<file path="config.mk">
export PLATFORM = sky130hd
export DESIGN_NAME = smtb_top
export DESIGN_NICKNAME = d
export VERILOG_FILES = /design/src/verilog/smtb_pkg.sv /design/src/verilog/smtb_dly_if.sv /design/src/verilog/smtb_delay.sv /design/src/verilog/smtb_top.sv
export VERILOG_INCLUDE_DIRS = /design/src /design/src/verilog
export SDC_FILE = /design/constraint.sdc
export NUM_CORES = 1
export LEC_CHECK = 0
export ABC_CLOCK_PERIOD_IN_PS = 3800
export BUFFER_PORTS_ARGS = -buffer_cell sky130_fd_sc_hd__clkbuf_2
export CAP_MARGIN = 30
export CORE_AREA = 2 2 278 280
export CTS_BUF_LIST = sky130_fd_sc_hd__clkbuf_8
export CTS_CLUSTER_SIZE = 28
export DETAILED_ROUTE_END_ITERATION = 6
export DIE_AREA = 0 0 280 282
export GPL_ROUTABILITY_DRIVEN = 1
export GPL_TIMING_DRIVEN = 0
export PLACE_DENSITY_LB_ADDON = 0.1
export SLEW_MARGIN = 20
export SYNTH_ARGS = -nofsm -noshare
export SYNTH_HDL_FRONTEND = slang
export SYNTH_HIERARCHICAL = 1
export SYNTH_SLANG_ARGS = --single-unit
export TNS_END_PERCENT = 100
</file>
<file path="constraint.sdc">
create_clock -name ref_clk -period 3.8 [get_ports ref_clk]
set_clock_uncertainty 0.2 [all_clocks]
set_input_delay 0.76 -clock ref_clk [delete_from_list [all_inputs] [get_ports ref_clk]]
set_output_delay 0.76 -clock ref_clk [all_outputs]
set_load 0.005 [all_outputs]
</file>
<file path="src/verilog/smtb_params.svh">
// Constants for the site monitor test beacon control block
`ifndef SMTB_PARAMS_SVH
`define SMTB_PARAMS_SVH
// ==========================================================
// Timing
`define SMTB_CLK_MHZ 125
`define SMTB_CW_MAX_US 200
`define SMTB_TX_OFF_MS 100
// ==========================================================
// Setting selects
`define SMTB_CFG_ADDR 5'h00
`define SMTB_CFG_ALTFT 5'h01
`define SMTB_CFG_ALTST 5'h02
`define SMTB_CFG_MODEA 5'h03
`define SMTB_CFG_MODEAT 5'h04
`define SMTB_CFG_ACID 5'h05
`define SMTB_CFG_ACIDT 5'h06
`define SMTB_CFG_ALERTRR 5'h07
`define SMTB_CFG_CAP 5'h08
`define SMTB_CFG_CAPT 5'h09
`define SMTB_CFG_RAT 5'h0A
`define SMTB_CFG_RANGE 5'h0B
`define SMTB_CFG_ATTEN 5'h0C
`define SMTB_CFG_RXTRIG 5'h0D
`define SMTB_CFG_TURN 5'h0E
`define SMTB_CFG_ONGND 5'h0F
`define SMTB_CFG_GROUND 5'h10
// ==========================================================
// Limits and reset values
`define SMTB_ATTEN_MAX 6'h28
`define SMTB_RXTRIG_MAX 6'h28
`define SMTB_ALERTRR_MIN 5'h10
`define SMTB_ALERTRR_RST 5'h1F
`define SMTB_ALT_MARGIN_FT 18'h001F4
`define SMTB_ALT_HI_LO_FT 18'h13880
`define SMTB_ALT_HI_HI_FT 18'h1EC30
`define SMTB_COMBO_BAD 2'h3
// ==========================================================
// Control protocol
`define SMTB_MSP_CH 6'h06
`define SMTB_MSP_SR 8'h02
`define SMTB_MA_KEY 8'hFE
`define SMTB_CMD_ALERT 8'h01
`define SMTB_CMD_CAP 8'h02
`define SMTB_CMD_ID 8'h03
`define SMTB_CMD_RA 8'h04
`define SMTB_CMD_LOCK 8'h05
`define SMTB_CMD_UNLOCK 8'h06
`define SMTB_CMD_RESTORE 8'h07
// ==========================================================
// Register codes for ground-initiated reads
`define SMTB_BDS_CAP 8'h10
`define SMTB_BDS_ID 8'h20
`define SMTB_BDS_RA 8'h30
`define SMTB_BDS_LOCK 8'hE1
`define SMTB_BDS_STAT 8'hE2
`endif

</file>
<file path="src/verilog/smtb_pkg.sv">
// Types for the site monitor test beacon control block
package smtb_pkg;
  typedef enum logic [2:0] {
    SMTB_K_ACONLY = 3'h0,
    SMTB_K_ALLCALL = 3'h1,
    SMTB_K_MODEAC = 3'h2,
    SMTB_K_SURV = 3'h3,
    SMTB_K_COMMA = 3'h4,
    SMTB_K_MSP = 3'h5
  } smtb_kind_type;

  typedef enum logic [2:0] {
    SMTB_S_IDLE = 3'h1,
    SMTB_S_WAIT = 3'h2,
    SMTB_S_SEND = 3'h4
  } smtb_fsm_type;

  typedef struct packed {
    logic [16:0] cnt;
    logic run;
    logic done;
  } smtb_dly_type;

  typedef struct packed {
    smtb_fsm_type fsm;
    logic [2:0] kind;
    logic [23:0] addr;
    logic [16:0] altFt;
    logic [8:0] altSt;
    logic [11:0] modeA;
    logic [11:0] modeAT;
    logic [47:0] acId;
    logic [47:0] acIdT;
    logic [4:0] alertRr;
    logic [55:0] cap;
    logic [55:0] capT;
    logic [55:0] raT;
    logic [15:0] range;
    logic [5:0] atten;
    logic [5:0] rxTrig;
    logic [15:0] turn;
    logic onGnd;
    logic [16:0] groundFt;
    logic alert;
    logic capSel;
    logic idSel;
    logic raSel;
    logic capPend;
    logic locked;
    logic [7:0] lockIiSi;
    logic dlyStart;
    logic replyStrobe;
    logic [2:0] replyKind;
    logic replyAlert;
    logic replyCap;
    logic aicbValid;
    logic [55:0] aicbMb;
    logic elmValid;
    logic [79:0] elmData;
    logic raBroadcast;
    logic gicbAck;
    logic [55:0] gicbData;
    logic cfgAck;
    logic cfgError;
    logic [23:0] cwCnt;
    logic cwFault;
    logic txEnable;
  } smtb_state_type;
endpackage

</file>
<file path="src/verilog/smtb_dly_if.sv">
// Carrier between the control core and its reply delay timer
`timescale 1ns/1ps
interface smtb_dly_if;
  logic start;
  logic [16:0] cycles;
  logic done;
  modport ctl (output start, output cycles, input done);
  modport tmr (input start, input cycles, output done);
endinterface

</file>
<file path="src/verilog/smtb_delay.sv">
// Reply delay timer: counts the added turnaround and range delay
`timescale 1ns/1ps
module smtb_delay
  import smtb_pkg::*;
(
  input wire logic ref_clk,
  input wire logic rst,
  smtb_dly_if.tmr dly
);
  smtb_dly_type s_reg;
  smtb_dly_type s_next;

  always_comb begin
    s_next = s_reg;
    s_next.done = 1'b0;
    if (dly.start) begin
      s_next.cnt = dly.cycles;
      s_next.run = 1'b1;
    end else if (s_reg.run) begin
      if (s_reg.cnt == 17'h00000) begin
        s_next.run = 1'b0;
        s_next.done = 1'b1;
      end else begin
        s_next.cnt = s_reg.cnt - 17'h00001;
      end
    end
  end

  always_ff @(posedge ref_clk) begin
    if (rst) begin
      s_reg <= '0;
    end else begin
      s_reg <= s_next;
    end
  end

  assign dly.done = s_reg.done;
endmodule

</file>
<file path="src/verilog/smtb_top.sv">
// Site monitor test beacon control: command decode, test actions, reply shaping
// Functional notes
// - Detect unbroken reply carrier and switch the transmitter off within 100 ms.
// - Accept commands in uplink specific protocol channel 6 with SR 2.
// - Accept commands as a chosen RR value or keyed Comm-A MA content.
// - Echo received Comm-A content that carries no command as an air-initiated Comm-B.
// - Echo extended length uplink segments back as downlink segments.
// - Alert command sets the alert bit as if identity changed.
// - Capability command selects test value and announces capability change.
// - Identification command selects the test identification.
// - Advisory command loads test advisory and triggers advisory broadcast.
// - Lockout register reports the locked-out II/SI code.
// - Status register readable by ground-initiated read.
// - Hold all user-programmable operating settings.
// - Reject any setting write outside its permitted range.
// - Report vertical status on the ground by default.
// - Still reply to all-call and Mode A/C while on ground.
// - Keep squitters disabled.
// - Status altitude codes use only illegal C/D combinations.
// - Reported altitude 500 ft below ground or in high band.
// - Programmable range delay; no new interrogation taken while it runs.
// - Reply to Mode A/C-only all-call interrogations.
// - Enter and leave all-call lockout at once on command.
// - Add programmable extra turnaround delay to each reply.
`timescale 1ns/1ps
`include "smtb_params.svh"
module smtb_top
  import smtb_pkg::*;
#(
  parameter int CW_CYCLES = `SMTB_CW_MAX_US * `SMTB_CLK_MHZ
)(
  input wire logic ref_clk,
  input wire logic rst,
  input wire logic intValid,
  input wire logic [2:0] intKind,
  input wire logic [4:0] intRr,
  input wire logic [55:0] intMa,
  input wire logic [5:0] intMspCh,
  input wire logic [7:0] intMspSr,
  input wire logic elmInValid,
  input wire logic [79:0] elmInData,
  input wire logic gicbValid,
  input wire logic [7:0] gicbBds,
  input wire logic cfgWe,
  input wire logic [4:0] cfgSel,
  input wire logic [55:0] cfgData,
  input wire logic txCarrierOn,
  output logic replyStrobe,
  output logic [2:0] replyKind,
  output logic replyAlert,
  output logic replyCapAnnounce,
  output logic replyOnGround,
  output logic replyAltStatus,
  output logic [11:0] replyAltDigits,
  output logic [16:0] replyAltFeet,
  output logic [11:0] replyModeA,
  output logic [23:0] beaconAddress,
  output logic aicbValid,
  output logic [55:0] aicbMb,
  output logic elmEchoValid,
  output logic [79:0] elmEchoData,
  output logic raBroadcast,
  output logic gicbAck,
  output logic [55:0] gicbData,
  output logic cfgAck,
  output logic cfgError,
  output logic [5:0] powerAtten,
  output logic [5:0] rxTrigLevel,
  output logic squitterEnable,
  output logic txEnable,
  output logic cwFault,
  output logic busy
);
  localparam logic [23:0] CW_LIMIT = 24'(CW_CYCLES);

  smtb_state_type s_reg;
  smtb_state_type s_next;
  smtb_dly_if dlyBus ();

  smtb_delay u_delay (
    .ref_clk(ref_clk),
    .rst(rst),
    .dly(dlyBus)
  );

  // ==========================================================
  // Command and setting decode
  logic accept;
  logic isCmd;
  logic [7:0] cmd;
  logic [7:0] cmdArg;
  logic cfgOk;
  logic [17:0] altPlus;
  logic [2:0] digC;
  logic [2:0] digD;

  always_comb begin
    accept = intValid && (s_reg.fsm == SMTB_S_IDLE);
    isCmd = 1'b0;
    cmd = 8'h00;
    cmdArg = 8'h00;
    if (intKind == SMTB_K_MSP && intMspCh == `SMTB_MSP_CH && intMspSr == `SMTB_MSP_SR) begin
      isCmd = 1'b1;
      cmd = intMa[55:48];
      cmdArg = intMa[47:40];
    end else if (intKind == SMTB_K_COMMA && intMa[55:48] == `SMTB_MA_KEY) begin
      isCmd = 1'b1;
      cmd = intMa[47:40];
      cmdArg = intMa[39:32];
    end else if ((intKind == SMTB_K_SURV || intKind == SMTB_K_COMMA) && intRr == s_reg.alertRr) begin
      isCmd = 1'b1;
      cmd = `SMTB_CMD_ALERT;
    end
  end

  // Altitude must sit below ground by the margin or in the high band
  always_comb begin
    altPlus = {1'b0, cfgData[16:0]} + `SMTB_ALT_MARGIN_FT;
    cfgOk = 1'b1;
    unique case (cfgSel)
      `SMTB_CFG_ALTFT: begin
        cfgOk = (altPlus <= {1'b0, s_reg.groundFt}) ||
                ({1'b0, cfgData[16:0]} >= `SMTB_ALT_HI_LO_FT &&
                 {1'b0, cfgData[16:0]} <= `SMTB_ALT_HI_HI_FT);
      end
      `SMTB_CFG_ALTST: cfgOk = cfgData[7:6] != `SMTB_COMBO_BAD;
      `SMTB_CFG_ALERTRR: cfgOk = cfgData[4:0] >= `SMTB_ALERTRR_MIN;
      `SMTB_CFG_ATTEN: cfgOk = cfgData[5:0] <= `SMTB_ATTEN_MAX;
      `SMTB_CFG_RXTRIG: cfgOk = cfgData[5:0] <= `SMTB_RXTRIG_MAX;
      `SMTB_CFG_ADDR, `SMTB_CFG_MODEA, `SMTB_CFG_MODEAT, `SMTB_CFG_ACID, `SMTB_CFG_ACIDT,
      `SMTB_CFG_CAP, `SMTB_CFG_CAPT, `SMTB_CFG_RAT, `SMTB_CFG_RANGE, `SMTB_CFG_TURN,
      `SMTB_CFG_ONGND, `SMTB_CFG_GROUND: cfgOk = 1'b1;
      default: cfgOk = 1'b0;
    endcase
  end

  // C/D pairs that no altitude decoder accepts
  always_comb begin
    unique case (s_reg.altSt[7:6])
      2'h1: begin
        digC = 3'h5;
        digD = 3'h7;
      end
      2'h2: begin
        digC = 3'h7;
        digD = 3'h7;
      end
      default: begin
        digC = 3'h0;
        digD = 3'h0;
      end
    endcase
  end

  // ==========================================================
  // Next state
  always_comb begin
    s_next = s_reg;
    s_next.dlyStart = 1'b0;
    s_next.replyStrobe = 1'b0;
    s_next.aicbValid = 1'b0;
    s_next.elmValid = 1'b0;
    s_next.raBroadcast = 1'b0;
    s_next.gicbAck = 1'b0;
    s_next.cfgAck = 1'b0;

    if (cfgWe) begin
      s_next.cfgAck = 1'b1;
      s_next.cfgError = !cfgOk;
      if (cfgOk) begin
        unique case (cfgSel)
          `SMTB_CFG_ADDR: s_next.addr = cfgData[23:0];
          `SMTB_CFG_ALTFT: s_next.altFt = cfgData[16:0];
          `SMTB_CFG_ALTST: s_next.altSt = cfgData[8:0];
          `SMTB_CFG_MODEA: s_next.modeA = cfgData[11:0];
          `SMTB_CFG_MODEAT: s_next.modeAT = cfgData[11:0];
          `SMTB_CFG_ACID: s_next.acId = cfgData[47:0];
          `SMTB_CFG_ACIDT: s_next.acIdT = cfgData[47:0];
          `SMTB_CFG_ALERTRR: s_next.alertRr = cfgData[4:0];
          `SMTB_CFG_CAP: s_next.cap = cfgData;
          `SMTB_CFG_CAPT: s_next.capT = cfgData;
          `SMTB_CFG_RAT: s_next.raT = cfgData;
          `SMTB_CFG_RANGE: s_next.range = cfgData[15:0];
          `SMTB_CFG_ATTEN: s_next.atten = cfgData[5:0];
          `SMTB_CFG_RXTRIG: s_next.rxTrig = cfgData[5:0];
          `SMTB_CFG_TURN: s_next.turn = cfgData[15:0];
          `SMTB_CFG_ONGND: s_next.onGnd = cfgData[0];
          `SMTB_CFG_GROUND: s_next.groundFt = cfgData[16:0];
          default: s_next.cfgError = 1'b1;
        endcase
      end
    end

    if (elmInValid) begin
      s_next.elmValid = 1'b1;
      s_next.elmData = elmInData;
    end

    if (gicbValid) begin
      s_next.gicbAck = 1'b1;
      unique case (gicbBds)
        `SMTB_BDS_CAP: s_next.gicbData = s_reg.capSel ? s_reg.capT : s_reg.cap;
        `SMTB_BDS_ID: s_next.gicbData = {8'h00, s_reg.idSel ? s_reg.acIdT : s_reg.acId};
        `SMTB_BDS_RA: s_next.gicbData = s_reg.raSel ? s_reg.raT : 56'h0;
        `SMTB_BDS_LOCK: s_next.gicbData = {s_reg.locked, 47'h0, s_reg.lockIiSi};
        `SMTB_BDS_STAT: s_next.gicbData = {s_reg.cwFault, s_reg.txEnable, s_reg.locked,
                                           s_reg.alert, s_reg.capSel, s_reg.idSel, s_reg.raSel,
                                           s_reg.cfgError, s_reg.onGnd, 47'h0};
        default: s_next.gicbData = 56'h0;
      endcase
    end

    unique case (s_reg.fsm)
      SMTB_S_IDLE: begin
        if (accept) begin
          s_next.kind = intKind;
          // Locked-out all-calls are dropped; other kinds are answered while txEnable holds
          if (!(intKind == SMTB_K_ALLCALL && s_reg.locked)) begin
            s_next.fsm = SMTB_S_WAIT;
            s_next.dlyStart = 1'b1;
          end
          if (isCmd) begin
            unique case (cmd)
              `SMTB_CMD_ALERT: begin
                s_next.alert = 1'b1;
              end
              `SMTB_CMD_CAP: begin
                s_next.capSel = 1'b1;
                s_next.capPend = 1'b1;
              end
              `SMTB_CMD_ID: s_next.idSel = 1'b1;
              `SMTB_CMD_RA: begin
                s_next.raSel = 1'b1;
                s_next.raBroadcast = 1'b1;
              end
              `SMTB_CMD_LOCK: begin
                s_next.locked = 1'b1;
                s_next.lockIiSi = cmdArg;
              end
              `SMTB_CMD_UNLOCK: s_next.locked = 1'b0;
              `SMTB_CMD_RESTORE: begin
                s_next.alert = 1'b0;
                s_next.capSel = 1'b0;
                s_next.idSel = 1'b0;
                s_next.raSel = 1'b0;
              end
              // Unknown command codes are ignored; a same-cycle setting error must survive
              default: ;
            endcase
          end else if (intKind == SMTB_K_COMMA) begin
            s_next.aicbValid = 1'b1;
            s_next.aicbMb = intMa;
          end
        end
      end
      SMTB_S_WAIT: begin
        if (dlyBus.done) begin
          s_next.fsm = SMTB_S_SEND;
        end
      end
      SMTB_S_SEND: begin
        s_next.fsm = SMTB_S_IDLE;
        s_next.replyStrobe = s_reg.txEnable;
        s_next.replyKind = s_reg.kind;
        s_next.replyAlert = s_reg.alert;
        s_next.replyCap = s_reg.capPend;
        s_next.capPend = 1'b0;
      end
    endcase

    // A fault latches until reset so a stuck carrier cannot come back on
    if (txCarrierOn && s_reg.txEnable) begin
      if (s_reg.cwCnt >= CW_LIMIT) begin
        s_next.cwFault = 1'b1;
        s_next.txEnable = 1'b0;
      end else begin
        s_next.cwCnt = s_reg.cwCnt + 24'h000001;
      end
    end else begin
      s_next.cwCnt = 24'h000000;
    end
  end

  // ==========================================================
  // State register
  always_ff @(posedge ref_clk) begin
    if (rst) begin
      s_reg <= '0;
      s_reg.fsm <= SMTB_S_IDLE;
      s_reg.alertRr <= `SMTB_ALERTRR_RST;
      s_reg.onGnd <= 1'b1;
      s_reg.txEnable <= 1'b1;
    end else begin
      s_reg <= s_next;
    end
  end

  assign dlyBus.start = s_reg.dlyStart;
  assign dlyBus.cycles = {1'b0, s_reg.turn} + {1'b0, s_reg.range};

  // ==========================================================
  // Outputs
  assign replyStrobe = s_reg.replyStrobe;
  assign replyKind = s_reg.replyKind;
  assign replyAlert = s_reg.replyAlert;
  assign replyCapAnnounce = s_reg.replyCap;
  assign replyOnGround = s_reg.onGnd;
  assign replyAltStatus = s_reg.altSt[8];
  assign replyAltDigits = {s_reg.altSt[5:0], digC, digD};
  assign replyAltFeet = s_reg.altFt;
  assign replyModeA = s_reg.alert ? s_reg.modeAT : s_reg.modeA;
  assign beaconAddress = s_reg.addr;
  assign aicbValid = s_reg.aicbValid;
  assign aicbMb = s_reg.aicbMb;
  assign elmEchoValid = s_reg.elmValid;
  assign elmEchoData = s_reg.elmData;
  assign raBroadcast = s_reg.raBroadcast;
  assign gicbAck = s_reg.gicbAck;
  assign gicbData = s_reg.gicbData;
  assign cfgAck = s_reg.cfgAck;
  assign cfgError = s_reg.cfgError;
  assign powerAtten = s_reg.atten;
  assign rxTrigLevel = s_reg.rxTrig;
  assign squitterEnable = 1'b0;
  assign txEnable = s_reg.txEnable;
  assign cwFault = s_reg.cwFault;
  assign busy = s_reg.fsm != SMTB_S_IDLE;
endmodule

</file>
==> metrics.txt <==
max-slew violation count=0; Post-Route WL=106,000 µm; Die Ht=282 µm; # IOs=521; worst-path cell chain=clkbuf_2 > clkbuf_1 > o31a_1 > o21ai_0 > nand2_1 > a31o_2 > nor4_2 > clkbuf_1 > nand2_1 > a21oi_1; CP Capture Type=flop; FF-to-FF End=gicbData[44]; peak supply drop=0.239 mV; first-pass GRT wire length=157,000 µm; WHS Path Cells=3; internal cell power=11.2 mW; most common cell after layout, fill and taps aside=nand2_1; core footprint=75,700 µm²; Hold Fails Final Rpt=0; combinational power share=7.6%; CP top delay family=compound AO/OA/AOI/OAI gates; WL per Instance=19.9 µm; GR Util met2=43.2%; Worst Path Arrival=4100 ps; Buf/Inv on CP=3; max_slew headroom=31.5%; Placement Cell Area=33,900 µm²; max-cap viol count=0; Root Buffer Master=clkbuf_8; status=complete, no violations; CTS max path bufs=3; gr ovfl total=0; layout cells sized above 1=24.1%; DRC=0; die area=79,000 µm²; Nets=4,534; Vias per Instance=5.02; Largest register FFs=388; EDFF count, synth=0; Rows=101; gr busiest metal=met2; slowest cell delay on critical path=720 ps; 1st-iter DRT viols=1,687; Hold Path Class=input pin to flop; Crit path required time=4220 ps; RSZ-0062 raised after global routing=no; TritonCTS clock tree=yes; Mapped Avg Cell Area=8.29 µm²; internal reg-to-reg setup slack=510 ps; worst r2r src=s_reg[243]; Clk Latency, worst-skew pair=720 ps; CTS buffer count=116; min Tclk post-route=3680 ps; drt first pass iters=5; met3 Use GR=4.87%; CTS clk-pin slew, worst paths=60 ps; post-synthesis cell area=30,100 µm²; LEAKAGE=14.6 nW; stages on the worst setup path=10; Tot GR Track Use=26.1%; Fmax=272 MHz; critical path peak fanout=10; Syn Nets=3,901; vias in the first global route=25,000; Finished Cell Area=36,300 µm²; initial antenna violation count=13; total power=15.1 mW; r2r worst-path depth=9; via count=26,800; Die X=280 µm; fin crit share=96.9%; Net Sw Frac=25.6%; CP Launch Type=input pin; Port Buffer Count=507; sequential power share=48.1%; number of hold buffers added after CTS=0; most frequent cells in the layout=nand2_1 (759), dfxtp_1 (675), clkbuf_2 (517); dpl hpwl=79,500 µm; final setup fails=0; sequential area share after synthesis=44.9%; Yosys cell types=76; hold_ws=53.1 ps; Placer Congestion=0.864; asr flop ratio synth=0%; CTS sink cnt=675; worst slew pin tran=1030 ps; H-tree levels=3; Syn Inst Count=3,626; kind of critical path=input pin to flop; Worst Hold Launch=intMa[16]; Yosys Warn Count=6; Psw=3.86 mW; Fin Setup TNS=0 ps; Clk network pwr share=44.2%; Post-synth top flop=dfxtp_1; Seq cells post-synth=675; Endpoint, Worst Hold=aicbMb[16]; Area growth syn-to-layout=20.8%; Worst path slowest cell=nor4_2; Post-CTS Setup Bufs=0; Final ANT Viol Nets=0; met1 Use GR=33.8%; starting density of the core=39.7%; largest net degree at the start of global routing=16; Power Density=415 nW/µm²
cells by family (layout without fill, tap and decap cells):
logic type | after synthesis | count (layout) | share of synthesized area [%]
AND/OR/NAND/NOR | 1320 | 1320 | 18.4
AO/OA/AOI/OAI | 663 | 663 | 12.3
buffers and inverters | 571 | 1290 | 10.9
XOR/XNOR | 45 | 45 | 1.31
adder cells (fa/ha/maj) | 41 | 41 | 1.73
flip-flops | 675 | 675 | 44.9
multiplexers | 310 | 310 | 10.4
other | 1 | 9 | 0.0125
how the worst max path moves through the flow:
| stage | from | end |
|---|---|---|
| 6_report | cfgData[1] | beaconAddress[3] |
| 5_1_grt | cfgData[4] | replyAltFeet[11] |
| 4_1_cts | cfgData[3] | replyAltFeet[12] |
| 3_5_place_dp | cfgData[4] | replyAltFeet[14] |
| 3_3_place_gp | cfgData[4] | replyAltFeet[11] |
| 2_1_floorplan | cfgData[4] | replyAltFeet[12] |
worst register-to-register path: cells and delay by family, from the launching register on:
family | cells | cell delay, ps
AND/OR/NAND/NOR | 2 | 110
multiplexers | 1 | 300
flip-flops | 1 | 300
AO/OA/AOI/OAI | 3 | 430
buffers and inverters | 3 | 1820
layout make-up:
cell class	instances	area, µm²
clock buffer	154	2120
tap	978	1220
fill	7675	39400
inverter	54	203
buffer	516	3100
multi-input combinational	2380	13300
clock inverter	50	228
antenna	8	20.0
sequential	675	13500
timing repair buffer	516	2610
metrics by stage:
stage | setup slack [ps] | std cells | util, %
floorplan | 29.4 | 3626 | -
CTS | 6.79 | 5323 | 48.0
finish | 118 | 5331 | 48.0
global placement | -1390 | 5111 | 44.7
global route | 17.7 | 5329 | 48.0
detailed placement | -1380 | 5119 | 44.8
power by group through the flow:
stage	Combinational, mW	Sequential [mW]	Clock (mW)
finish	1.15	7.25	6.66
global route	1.24	7.26	7.11
CTS	1.15	7.25	6.79
detailed placement	1.14	7.41	0
global placement	1.13	7.40	0
floorplan	0.614	7.38	0
metal layers:
layer | vias up | part of all wire (%)
met4 | 8 | 2.9
met2 | 776 | 47
met1 | 12700 | 44
met3 | 164 | 6.0
li1 | 13200 | -
met5 | - | 0.052
synth_stat cells, types with 23 or more instances:
library cell  instances  area, µm²
mux2i_1             291       2910
nand3_1              23        115
o22ai_1              39        244
ha_1                 40        500
o21ai_0              27        135
dfxtp_1             675      13500
clkbuf_1            189        709
inv_1                54        203
buf_2                25        125
nand2_1             759       2850
xnor2_1              26        228
a21oi_1             497       2490
buf_4               269       2020
nor2_1              357       1340
nor3_1               42        210
timing repair:
item / in CTS / in global routing
setup endpoints to repair: 17 / 12
gates resized for setup: 13 / 4
gates cloned: 0 / 0
pin swaps: 0 / 0
No activity file was read; power rests on OpenSTA's default activity.
